==> config.mk <==
export PLATFORM = sky130hd
export DESIGN_NAME = stp_port
export DESIGN_NICKNAME = d
export VERILOG_FILES = /design/src/verilog/stp_port.v /design/src/verilog/stp_sync.v /design/src/verilog/stp_buf2.v
export VERILOG_INCLUDE_DIRS = /design/src /design/src/pkg
export SDC_FILE = /design/constraint.sdc
export NUM_CORES = 1
export LEC_CHECK = 0
export ABC_AREA = 1
export BUFFER_PORTS_ARGS = -buffer_cell sky130_fd_sc_hd__buf_2
export CORE_UTILIZATION = 54
export CTS_BUF_LIST = sky130_fd_sc_hd__clkbuf_8
export CTS_CLUSTER_SIZE = 40
export DETAILED_ROUTE_END_ITERATION = 7
export PLACE_DENSITY_LB_ADDON = 0.08
export SETUP_SLACK_MARGIN = 0.15
export SLEW_MARGIN = 20
export SYNTH_ARGS = -nofsm -noshare
export SYNTH_HDL_FRONTEND = slang
export SYNTH_SLANG_ARGS = --single-unit
==> constraint.sdc <==
create_clock -name CLK -period 2.54 [get_ports CLK]
set_input_delay 0.127 -clock CLK [delete_from_list [all_inputs] [get_ports CLK]]
set_output_delay 0.127 -clock CLK [all_outputs]
set_load 0.005 [all_outputs]
==> src/pkg/stp_regs.vh <==
// constants for the scsi target port: register offsets, fields, states
// assumes inclusion once per design file by bare name
`ifndef STP_REGS_VH
`define STP_REGS_VH
// register addresses on the two low address bits
`define STP_ADDR_STAT    2'h0
`define STP_ADDR_CMD     2'h0
`define STP_ADDR_ID      2'h1
`define STP_ADDR_DATA    2'h2
// command register fields
`define STP_CMD_IRQ_ENABLE_BIT     7
`define STP_CMD_PORT_ENABLE_BIT    6
`define STP_CMD_DMA_ENABLE_BIT     5
`define STP_CMD_LOCAL_SIDE_SELECT     4
`define STP_CMD_MESSAGE_PHASE_BIT     3
`define STP_CMD_CTRL     2
`define STP_CMD_FC_HI    1
`define STP_CMD_FC_LO    0
// status register fields
`define STP_ST_DONE      7
`define STP_ST_PARITY_FAULT_FLAG      6
`define STP_ST_RST       5
`define STP_ST_ATN       4
`define STP_ST_SEL       3
`define STP_ST_BSY       2
`define STP_ST_ARB       1
`define STP_ST_MATCH     0
// commands on {port enable, function code}
`define STP_OP_DISC      3'h4
`define STP_OP_XFER      3'h5
`define STP_OP_RESEL     3'h6
`define STP_OP_ARB       3'h7
// sequencer state codes
`define STP_S_PWRUP      6'h3F
`define STP_S_IDLE       6'h1F
`define STP_S_SEL1       6'h3C
`define STP_S_SEL2       6'h18
`define STP_S_SEL3       6'h19
`define STP_S_SEL4       6'h1A
`define STP_S_RES1       6'h10
`define STP_S_RES2       6'h11
`define STP_S_RES3       6'h12
`define STP_S_RES4       6'h13
`define STP_S_RES5       6'h3B
`define STP_S_RES6       6'h33
`define STP_S_ARB1       6'h00
`define STP_S_ARB2       6'h0F
`define STP_S_ARBD       6'h20
`define STP_S_ARBQ       6'h2E
`define STP_S_XF1        6'h14
`define STP_S_XF2        6'h15
`define STP_S_XF3        6'h16
`define STP_S_XF4        6'h17
`define STP_S_XF5        6'h34
`define STP_S_XFSL       6'h1A
`define STP_S_CMP1       6'h1C
`define STP_S_CMP2       6'h1E
// reset values
`define STP_CMD_RST      8'h00
`define STP_ID_RST       3'h0
`endif

==> src/verilog/stp_port.v <==
// scsi target port: registers, identity match, parity, command sequencer
// assumes an 8 MHz system clock and an async active-low system reset
//
// Notes on behaviour
// - interrupt is done flag and-ed with interrupt enable command bit 7
// - parity fault flag set on a transfer fault with local select clear; local select tells bus or memory source
// - status bits 5..2 show bus reset, attention, select, busy levels
// - status bit 1 shows arbitration won and bus held
// - status bit 0 is identity match; with select means port selected
// - identity register keeps three low bits; upper bits unused
// - codes 100 disconnect,101 transfer,110 reselect,111 arbitrate; needs enable
// - arbitrate waits for bus free, arbitrates, completes on a win
// - lost arbitration returns to watching for bus free, no completion
// - reselect fetches identity byte by dma, drives it, waits for response
// - disconnect releases the bus and completes
// - all logic runs on one 8 MHz clock
// - whole port initialised by active-low system reset
// - per byte request; dma answers cycle strobe, terminal count at zero
// - host uses two address bits, block select, read strobe; low irq
// - bus inputs registered before sequencer and status use them
// - transfer handshake: assert req, wait for initiator ack per byte, except the last byte with local select clear
// - six-bit state; power-up 3FH, idle 1FH, selected 3CH,18H,19H,1AH
// - bus reset forces any state to first completion, disconnect outputs
// - bus parity computed; fault when received parity differs while select is asserted
`timescale 1ns/10ps
`include "stp_regs.vh"
module stp_port #(
    parameter ARB_DLY = 4'hF
) (
    // clock and reset
    input  wire       CLK,
    input  wire       RST_B,
    // host register port
    input  wire [1:0] ADDR,
    input  wire       SEL_B,
    input  wire       RD_B,
    input  wire [7:0] WDATA,
    output reg  [7:0] RDATA,
    output reg        IRQ_B_O,
    output reg        IRQ_B_OE,
    // dma controller
    output reg        DMA_REQ,
    input  wire       DMA_CYCLE_B,
    input  wire       DMA_TC_B,
    output reg        DMA_EN,
    // local memory byte path
    input  wire [7:0] MEM_DATA,
    output reg  [7:0] MEM_WDATA,
    // scsi bus inputs
    input  wire [7:0] BUS_D_I,
    input  wire       BUS_P_I,
    input  wire       BUS_RST,
    input  wire       BUS_ATN,
    input  wire       BUS_SEL,
    input  wire       BUS_BSY,
    input  wire       BUS_ACK,
    // scsi bus drives
    output reg  [7:0] BUS_D_O,
    output reg        BUS_P_O,
    output reg        BUS_D_OE,
    output reg        BUS_BSY_O,
    output reg        BUS_SEL_O,
    output reg        BUS_REQ_O,
    output reg        BUS_MSG_O,
    output reg        BUS_CD_O,
    output reg        BUS_IO_O
);
    reg  [7:0] cmd_q;
    reg  [2:0] id_q;
    reg  [5:0] st_q;
    reg  [5:0] st_d;
    reg  [3:0] dly_q;
    reg        done_q;
    reg        parity_fault_flag_q;
    reg        arb_q;
    reg        req_q;
    reg        drv_q;
    reg        bsy_q;
    reg        sel_q;
    reg        dma_request_line_q;
    reg        wr_q;
    reg  [7:0] din_q;
    wire [7:0] bd;
    wire [5:0] bl;
    wire [1:0] dl;
    wire       b_par = bl[5];
    wire       b_rst = bl[4];
    wire       b_atn = bl[3];
    wire       b_sel = bl[2];
    wire       b_bsy = bl[1];
    wire       b_ack = bl[0];
    wire       dma_cyc = ~dl[1];
    wire       dma_tc  = ~dl[0];
    wire [2:0] op = {cmd_q[`STP_CMD_PORT_ENABLE_BIT], cmd_q[`STP_CMD_FC_HI],
                     cmd_q[`STP_CMD_FC_LO]};
    wire       pen = cmd_q[`STP_CMD_PORT_ENABLE_BIT];
    wire       local_side_select = cmd_q[`STP_CMD_LOCAL_SIDE_SELECT];
    wire [7:0] id_bit = 8'h01 << id_q;
    wire       match = |(bd & id_bit);
    wire       higher = |(bd & ~((id_bit << 1) - 8'h01));
    wire       won = match & ~higher;
    wire       par_gen = ~^bd;
    wire       par_err = (par_gen != b_par) & b_sel;
    wire [7:0] status = {done_q, parity_fault_flag_q, b_rst, b_atn, b_sel,
                         b_bsy, arb_q, match};
    wire       bfree = ~b_bsy & ~b_sel;
    wire       wr_now = ~SEL_B & RD_B;
    wire       wr_edge = wr_now & ~wr_q;
    wire       bf_valid;
    wire       bf_ready;
    wire [7:0] bf_data;
    wire       bf_in_ready;
    wire [7:0] bus_d_nx = (st_q == `STP_S_ARBD) ? id_bit :
                          dma_cyc ? (bf_valid ? bf_data : MEM_DATA) : BUS_D_O;

    // bus levels resynchronised
    stp_sync #(.W(14)) u_bsync (
        .CLK   (CLK),
        .RST_B (RST_B),
        .din   ({BUS_D_I, BUS_P_I, BUS_RST, BUS_ATN, BUS_SEL, BUS_BSY,
                 BUS_ACK}),
        .dout  ({bd, bl})
    );

    // dma strobes resynchronised
    stp_sync #(.W(2)) u_dsync (
        .CLK   (CLK),
        .RST_B (RST_B),
        .din   ({DMA_CYCLE_B, DMA_TC_B}),
        .dout  (dl)
    );

    // outbound byte buffer toward the bus
    stp_buf2 #(.W(8)) u_buf (
        .CLK       (CLK),
        .RST_B     (RST_B),
        .in_valid  (wr_edge & (ADDR == `STP_ADDR_DATA)),
        .in_ready  (bf_in_ready),
        .in_data   (WDATA),
        .out_valid (bf_valid),
        .out_ready (bf_ready),
        .out_data  (bf_data)
    );
    // drain one byte per dma cycle taken from the bus side
    assign bf_ready = dma_request_line_q & dma_cyc & ~local_side_select;

    // host writes on falling select with read strobe high
    always @(posedge CLK or negedge RST_B) begin
        if (!RST_B) begin
            cmd_q <= `STP_CMD_RST;
            id_q  <= `STP_ID_RST;
            wr_q  <= 1'b0;
            RDATA <= 8'h00;
        end else begin
            wr_q <= wr_now;
            if (wr_edge & (ADDR == `STP_ADDR_CMD))
                cmd_q <= WDATA;
            if (wr_edge & (ADDR == `STP_ADDR_ID))
                id_q <= WDATA[2:0];
            if (~SEL_B & ~RD_B) begin
                case (ADDR)
                    `STP_ADDR_STAT: RDATA <= status;
                    `STP_ADDR_DATA: RDATA <= din_q;
                    default:        RDATA <= 8'h00;
                endcase
            end
        end
    end

    // sequencer next state
    always @* begin
        st_d = st_q;
        if (b_rst)
            st_d = `STP_S_CMP1;
        else begin
            case (st_q)
                `STP_S_PWRUP: st_d = `STP_S_IDLE;
                `STP_S_IDLE: begin
                    if (op == `STP_OP_DISC && bsy_q)
                        st_d = `STP_S_CMP1;
                    else if (op == `STP_OP_RESEL && bfree && bsy_q)
                        st_d = `STP_S_RES1;
                    else if (pen && !bsy_q && !b_bsy && b_sel && match &&
                             !par_err)
                        st_d = `STP_S_SEL1;
                    else if (op == `STP_OP_ARB && !bsy_q && bfree)
                        st_d = `STP_S_ARB1;
                    else if (op == `STP_OP_XFER && bsy_q)
                        st_d = `STP_S_XF1;
                end
                `STP_S_RES1: if (dma_cyc) st_d = `STP_S_RES2;
                `STP_S_RES2: st_d = `STP_S_RES3;
                `STP_S_RES3: st_d = `STP_S_RES4;
                `STP_S_RES4: st_d = `STP_S_RES5;
                `STP_S_RES5: if (!bsy_q) st_d = `STP_S_RES6;
                `STP_S_RES6: if (b_bsy) st_d = `STP_S_CMP1;
                `STP_S_SEL1: if (!pen && dma_cyc) st_d = `STP_S_SEL2;
                `STP_S_SEL2: st_d = `STP_S_SEL3;
                `STP_S_SEL3: st_d = `STP_S_SEL4;
                `STP_S_SEL4: if (pen) st_d = `STP_S_CMP1;
                `STP_S_ARB1: begin
                    if (!bfree)
                        st_d = `STP_S_IDLE;
                    else
                        st_d = `STP_S_ARBD;
                end
                `STP_S_ARBD: if (dly_q == ARB_DLY) st_d = `STP_S_ARB2;
                `STP_S_ARB2: begin
                    if (b_sel)
                        st_d = `STP_S_IDLE;
                    else if (won)
                        st_d = `STP_S_CMP1;
                end
                `STP_S_XF1: if (pen && dma_cyc && dma_request_line_q) st_d = `STP_S_XF2;
                `STP_S_XF2: st_d = `STP_S_XF3;
                `STP_S_XF3: st_d = `STP_S_XF4;
                `STP_S_XF4: begin
                    if (!pen)
                        st_d = `STP_S_CMP1;
                    else if (par_err & ~local_side_select)
                        st_d = `STP_S_CMP1;
                    else if (dma_tc)
                        st_d = local_side_select ? `STP_S_XF5 : `STP_S_CMP1;
                    else
                        st_d = `STP_S_XF1;
                end
                `STP_S_XF5: if (b_ack) st_d = `STP_S_CMP1;
                `STP_S_CMP1: if (!pen) st_d = `STP_S_CMP2;
                `STP_S_CMP2: if (pen) st_d = `STP_S_IDLE;
                default: st_d = `STP_S_IDLE;
            endcase
        end
    end

    // sequencer registers and bus drives
    always @(posedge CLK or negedge RST_B) begin
        if (!RST_B) begin
            st_q     <= `STP_S_PWRUP;
            dly_q    <= 4'h0;
            done_q   <= 1'b0;
            parity_fault_flag_q   <= 1'b0;
            arb_q    <= 1'b0;
            req_q    <= 1'b0;
            drv_q    <= 1'b0;
            bsy_q    <= 1'b0;
            sel_q    <= 1'b0;
            dma_request_line_q <= 1'b0;
            din_q    <= 8'h00;
        end else begin
            st_q  <= st_d;
            dly_q <= (st_q == `STP_S_ARBD) ? dly_q + 4'h1 : 4'h0;
            if (b_rst) begin
                bsy_q    <= 1'b0;
                sel_q    <= 1'b0;
                req_q    <= 1'b0;
                arb_q    <= 1'b0;
                drv_q    <= 1'b0;
                dma_request_line_q <= 1'b0;
                done_q   <= 1'b1;
            end else begin
                if (st_q == `STP_S_IDLE && st_d == `STP_S_CMP1) begin
                    bsy_q  <= 1'b0;
                    sel_q  <= 1'b0;
                    drv_q  <= 1'b0;
                    arb_q  <= 1'b0;
                    done_q <= 1'b1;
                end
                if (st_d == `STP_S_RES1 && st_q == `STP_S_IDLE) begin
                    bsy_q    <= 1'b1;
                    sel_q    <= 1'b1;
                    drv_q    <= 1'b1;
                    dma_request_line_q <= 1'b1;
                end
                if (st_q == `STP_S_RES1 && dma_cyc)
                    dma_request_line_q <= 1'b0;
                if (st_q == `STP_S_RES5 && bsy_q)
                    bsy_q <= 1'b0;
                if (st_q == `STP_S_RES6 && st_d == `STP_S_CMP1) begin
                    bsy_q  <= 1'b1;
                    sel_q  <= 1'b0;
                    done_q <= 1'b1;
                end
                if (st_d == `STP_S_SEL1 && st_q == `STP_S_IDLE) begin
                    done_q   <= 1'b1;
                    dma_request_line_q <= 1'b1;
                end
                if (st_q == `STP_S_SEL1 && st_d == `STP_S_SEL2) begin
                    bsy_q    <= 1'b1;
                    drv_q    <= 1'b1;
                    done_q   <= 1'b0;
                    dma_request_line_q <= 1'b0;
                end
                if (st_q == `STP_S_SEL3)
                    done_q <= 1'b1;
                if (st_q == `STP_S_ARB1 && st_d == `STP_S_ARBD) begin
                    bsy_q <= 1'b1;
                    drv_q <= 1'b1;
                end
                if (st_q == `STP_S_ARB2 && st_d == `STP_S_CMP1) begin
                    sel_q  <= 1'b1;
                    arb_q  <= 1'b1;
                    done_q <= 1'b1;
                end
                if (st_q == `STP_S_ARB2 && st_d == `STP_S_IDLE) begin
                    bsy_q <= 1'b0;
                    drv_q <= 1'b0;
                end
                if (st_q == `STP_S_IDLE && st_d == `STP_S_XF1) begin
                    req_q    <= local_side_select;
                    dma_request_line_q <= ~local_side_select;
                end
                if (st_q == `STP_S_XF1 && req_q && b_ack) begin
                    req_q    <= 1'b0;
                    dma_request_line_q <= 1'b1;
                    din_q    <= bd;
                end
                if (st_q == `STP_S_XF1 && st_d == `STP_S_XF2)
                    dma_request_line_q <= 1'b0;
                if (st_q == `STP_S_XF4) begin
                    if (st_d == `STP_S_CMP1)
                        done_q <= 1'b1;
                    if (par_err & ~local_side_select)
                        parity_fault_flag_q <= 1'b1;
                    if (st_d == `STP_S_XF5 || st_d == `STP_S_XF1)
                        req_q <= 1'b1;
                end
                if (st_q == `STP_S_XF5 && b_ack) begin
                    req_q  <= 1'b0;
                    done_q <= 1'b1;
                end
                if (st_q == `STP_S_CMP1 && !pen) begin
                    done_q <= 1'b0;
                    parity_fault_flag_q <= 1'b0;
                end
            end
        end
    end

    // registered pins
    always @(posedge CLK or negedge RST_B) begin
        if (!RST_B) begin
            IRQ_B_O   <= 1'b0;
            IRQ_B_OE  <= 1'b0;
            DMA_REQ   <= 1'b0;
            DMA_EN    <= 1'b0;
            MEM_WDATA <= 8'h00;
            BUS_D_O   <= 8'h00;
            BUS_P_O   <= 1'b0;
            BUS_D_OE  <= 1'b0;
            BUS_BSY_O <= 1'b0;
            BUS_SEL_O <= 1'b0;
            BUS_REQ_O <= 1'b0;
            BUS_MSG_O <= 1'b0;
            BUS_CD_O  <= 1'b0;
            BUS_IO_O  <= 1'b0;
        end else begin
            IRQ_B_O   <= 1'b0;
            IRQ_B_OE  <= done_q & cmd_q[`STP_CMD_IRQ_ENABLE_BIT];
            DMA_REQ   <= dma_request_line_q;
            DMA_EN    <= cmd_q[`STP_CMD_DMA_ENABLE_BIT];
            MEM_WDATA <= din_q;
            BUS_D_O   <= bus_d_nx;
            BUS_P_O   <= ~^bus_d_nx;
            BUS_D_OE  <= drv_q & ~local_side_select;
            BUS_BSY_O <= bsy_q;
            BUS_SEL_O <= sel_q;
            BUS_REQ_O <= req_q;
            BUS_MSG_O <= cmd_q[`STP_CMD_MESSAGE_PHASE_BIT];
            BUS_CD_O  <= cmd_q[`STP_CMD_CTRL];
            BUS_IO_O  <= ~local_side_select;
        end
    end
endmodule

==> src/verilog/stp_sync.v <==
// two-stage synchroniser for a group of bus input levels
// assumes inputs asynchronous to CLK
`timescale 1ns/10ps
module stp_sync #(
    parameter W = 8
) (
    // clock and reset
    input  wire         CLK,
    input  wire         RST_B,
    // levels
    input  wire [W-1:0] din,
    output reg  [W-1:0] dout
);
    reg [W-1:0] meta_q;
    always @(posedge CLK or negedge RST_B) begin
        if (!RST_B) begin
            meta_q <= {W{1'b0}};
            dout   <= {W{1'b0}};
        end else begin
            meta_q <= din;
            dout   <= meta_q;
        end
    end
endmodule

==> src/verilog/stp_buf2.v <==
// two-entry buffer with valid/ready on both sides
// assumes one clock domain
`timescale 1ns/10ps
module stp_buf2 #(
    parameter W = 8
) (
    // clock and reset
    input  wire         CLK,
    input  wire         RST_B,
    // fill side
    input  wire         in_valid,
    output wire         in_ready,
    input  wire [W-1:0] in_data,
    // drain side
    output wire         out_valid,
    input  wire         out_ready,
    output wire [W-1:0] out_data
);
    reg [W-1:0] mem_q [0:1];
    reg         wp_q;
    reg         rp_q;
    reg [1:0]   cnt_q;
    wire        push = in_valid & in_ready;
    wire        pop  = out_valid & out_ready;
    assign in_ready  = (cnt_q != 2'h2);
    assign out_valid = (cnt_q != 2'h0);
    assign out_data  = mem_q[rp_q];
    always @(posedge CLK or negedge RST_B) begin
        if (!RST_B) begin
            mem_q[0] <= {W{1'b0}};
            mem_q[1] <= {W{1'b0}};
            wp_q     <= 1'b0;
            rp_q     <= 1'b0;
            cnt_q    <= 2'h0;
        end else begin
            if (push) begin
                mem_q[wp_q] <= in_data;
                wp_q        <= ~wp_q;
            end
            if (pop)
                rp_q <= ~rp_q;
            if (push & ~pop)
                cnt_q <= cnt_q + 2'h1;
            else if (pop & ~push)
                cnt_q <= cnt_q - 2'h1;
        end
    end
endmodule

==> impl_metrics.py <==
metrics = {
    "synthesis": {
        "synth_top_area_cell": "dfrtp_1",
        "synth_cell_types": 40,
        "yosysSeqAreaShare": 0.528,
        "synth.area.top_cells": "dfrtp_1 (50%), nand2_1 (13%), nor2_1 (5.7%), inv_1 (4.7%), nand3_1 (4.3%)",
        "synth_nets": 762,
        "post_synth.cell_area_avg_um2": 8.24,
        "yosysTopAreaCellShare": 0.501,
        "syn-cell-area_um2": 5940,
        "yosys_warnings": 0,
        "ys_ff_latch": 125,
        "synthCells": 721,
    },
    "placed_design": {
        "port_buffers": 72,
        "routabilityCongestion": 0.943,
        "dp_hpwl_mm": 13.0,
        "placed_area_um2": 6950,
    },
    "sta": {
        "setup_violations": 3,
        "worst_pin_slew_ps": 1040,
        "clock_skew_ps": 11.6,
        "slew_headroom": 0.304,
        "finalHoldViolCount": 0,
        "max_freq_ghz": 0.389,
        "worst_slack_ps": -29.3,
        "setup-tns-final_ps": -58.8,
        "finalCritPeriodShare": 1.01,
        "report.final.slew_viol_count": 0,
        "rsz0062_at_grt": "true",
        "finalHoldWorstSlack_ps": 50.3,
        "min_period_ps": 2570,
    },
    "layout": {
        "fillCellCount": 746,
        "register_area_um2": 3140,
        "final_nets": 945,
        "layout-drive-gt1-share": 0.283,
        "final_core_util": 0.747,
        "multi_input_area_um2": 2620,
        "final_cell_area_um2": 7850,
        "area_growth_pct": 32.1,
        "antennaDiodeCount": 0,
    },
    "setup_path": {
        "ff2ff_path_depth": 23,
        "cp_max_fo": 6,
        "setup.worst_path.end_class": "flip-flop",
        "worstPathCellList": "inv_2 > nand2_4 > nor2_4 > inv_2 > ha_4 > inv_4 > nand3_2 > nand2_1 > nor2_1 > nor2_1 > nand3_1 > nand2_1 > nand2_1 > nand2_2 > nand3_2 > nand2_2 > nand2_4 > nor2_4 > nand3_2 > nand2_1 > inv_1 > nand2_1 > a21oi_1",
        "critPathSlowestCell": "dfrtp_1",
        "crit_type": "flip-flop to flip-flop",
        "startpoint_type": "flip-flop",
        "crit_top_cell": "nand2_1",
        "reg2reg_setup_slack_ps": -30,
        "arrival_ps": 2900,
        "crit_family": "simple AND/OR/NAND/NOR gates",
        "reg2reg_to": "sel_q",
        "cp_num_buf_inv": 4,
        "r2r_start": "id_q[1]",
        "cpPeakStageDelay_ps": 390,
        "required_ps": 2870,
    },
    "floorplanning": {
        "num_rows": 37,
        "dieHeight_um": 107,
        "ios": 74,
        "die-area_um2": 11400,
        "core_area_um2": 10500,
        "die_w_um": 107,
        "initial_utilization": 0.565,
    },
    "drt": {
        "post_drt_wl_per_cell_um": 16.8,
        "drtAntennaViolNets": 0,
        "via_per_inst": 5.47,
        "route.detailed.drc": 0,
        "dr_total_vias": 5743,
        "firstDrtPassIters": 6,
        "drt_iter0_drc": 601,
        "routed_wl_mm": 17.7,
    },
    "global_route": {
        "gr-usage-all-layers": 0.334,
        "antenna_found_initial": 0,
        "grt_max_degree": 58,
        "grt_first_pass_wirelength_mm": 28.4,
        "grt_pass1_vias": 5723,
        "overflow": 0,
    },
    "worst_hold_path": {
        "hp-start": "WDATA[0]",
        "min_to": "cmd_q[0]",
        "min_path_cells": 3,
        "hp-class": "input port to flip-flop",
    },
    "run": {
        "drv_cap": 0,
    },
    "clock_tree": {
        "cts.path.max_buffers": 2,
        "path_clk_slew_ps": 80,
        "clk_latency_ps": 450,
        "cts_inserted_buffers": 17,
        "cts-htree-levels": 4,
        "clock-sinks": 125,
        "ctsRootBufferMaster": "clkbuf_8",
        "cts_tree": "done",
    },
    "run_status": {
        "status": "finished with violations",
        "violations": "negative setup slack",
    },
    "power_and_ir_drop": {
        "leakagePower_uw": 0.00404,
        "power_per_cell_area_nw_per_um2": 924,
        "p_total_uw": 7260,
        "vdd.ir_drop.worst_mv": 0.745,
    },
}
## layer usage
metal | share of wire | GRT usage
met1 | 0.41 | 0.428
met2 | 0.47 | 0.537
met3 | 0.083 | 0.0918
met4 | 0.030 | 0.130
met5 | 0 | 0
## how the worst max path moves through the flow
stage | end | start | slack (ps) | cells after the start
after floorplan | sel_q | id_q[1] | 150 | 23
after global placement | dma_request_line_q | st_q[4] | -190 | 17
after detailed placement | done_q | id_q[1] | -170 | 22
after CTS | sel_q | id_q[1] | -20 | 23
after global routing | bsy_q | id_q[1] | -190 | 23
final | sel_q | id_q[1] | -30 | 23
## report_power, final
part,total (uW),switching (uW),internal (uW)
Combinational,2670,1520,1150
Sequential,2710,308,2400
Clock,1880,755,1120
Total,7260,2580,4670
## synthesized netlist by cell type
cell type,count
a211oi_1,1
a21boi_1,1
a21oi_1,15
a311oi_1,2
a31oi_1,9
and3_1,3
buf_2,2
buf_4,2
clkbuf_1,7
clkinv_1,1
conb_1,1
dfrtp_1,119
dfstp_2,6
ha_1,3
inv_1,75
inv_2,4
mux2_2,10
nand2_1,205
nand2_2,7
nand2_4,1
nand3_1,51
nand3_2,2
nand3b_1,2
nand3b_4,1
nand4_1,15
nor2_1,90
nor2_2,5
nor2_4,1
nor3_1,12
nor3_4,1
nor4_1,1
o2111ai_1,1
o211ai_1,4
o21a_1,3
o21ai_0,38
o221ai_1,1
o311ai_0,4
o31ai_1,1
xnor2_1,8
xor2_1,6
## cell type report
class                      instances  share of cell area
tap                              136              0.0217
sequential                       125               0.400
timing repair buffer             175               0.153
multi-input combinational        505               0.333
clock buffer                      20              0.0351
clock inverter                     9              0.0185
inverter                          80              0.0389
## state kept, by name, summed over array words and instances (netlist names), 2 cells and up
| name | count |
|---|---|
| dly_q | 4 |
| u_bsync.meta_q | 14 |
| u_buf.mem_q | 16 |
| u_dsync.dout | 2 |
| u_bsync.dout | 14 |
| MEM_WDATA | 8 |
| BUS_D_O | 8 |
| u_buf.cnt_q | 2 |
| cmd_q | 8 |
| id_q | 3 |
| RDATA | 8 |
| u_dsync.meta_q | 2 |
| st_q | 6 |
| din_q | 8 |
## what timing repair did
action | CTS | global route
pin swaps | 10 | 10
setup buffers | 5 | 5
gates resized for setup | 18 | 31
gates cloned | 0 | 0
hold buffers | 25 | 0
setup endpoints to repair | 7 | 8
endpoints found under the hold margin | 85 | 0
## layout by cell type (no fill, tap or decap), types with 3 or more instances in the layout
master,instances
o311ai_0,4
clkbuf_8,20
o21ai_0,37
nand3_2,8
inv_1,72
xnor2_1,8
nand3_1,45
dfstp_2,6
o21a_1,3
bufinv_16,4
nor3_2,5
a31oi_1,9
nor3_1,7
nand4_1,15
o211ai_1,4
nor2_2,12
dlygate4sd3_1,25
buf_2,71
a21oi_1,14
inv_2,7
buf_4,79
nand2_4,3
dfrtp_2,4
and3_1,3
mux2_2,10
dfrtp_1,115
xor2_1,6
nand2_1,195
nand2_2,15
nor2_1,78
nor2_4,6
## metrics by stage
stage	setup slack, ps	cells
global placement	-193	986
finish	-29.3	1050
CTS	-24.2	1045
global route	-186	1050
floorplan	152	721
detailed placement	-169	986
## cell families after synthesis
| family | synth area share |
|---|---|
| compound gates | 0.0786 |
| xor+xnor | 0.0206 |
| fa+ha+maj | 0.00632 |
| buf+inv | 0.0592 |
| flops | 0.528 |
| mux | 0.0190 |
| other cells | 0.000631 |
| simple gates | 0.288 |
## worst register-to-register path, cell delays in order, from the launching register on
cell and delay (ps):
dfrtp_1 390, inv_2 120, nand2_4 70, nor2_4 100, inv_2 50, ha_4 170, inv_4 70, nand3_2 80
nand2_1 70, nor2_1 40, nor2_1 90, nand3_1 130, nand2_1 80, nand2_1 60, nand2_2 100, nand3_2 90
nand2_2 90, nand2_4 80, nor2_4 170, nand3_2 130, nand2_1 110, inv_1 50, nand2_1 60, a21oi_1 50
(Power assumes the default switching activity.)
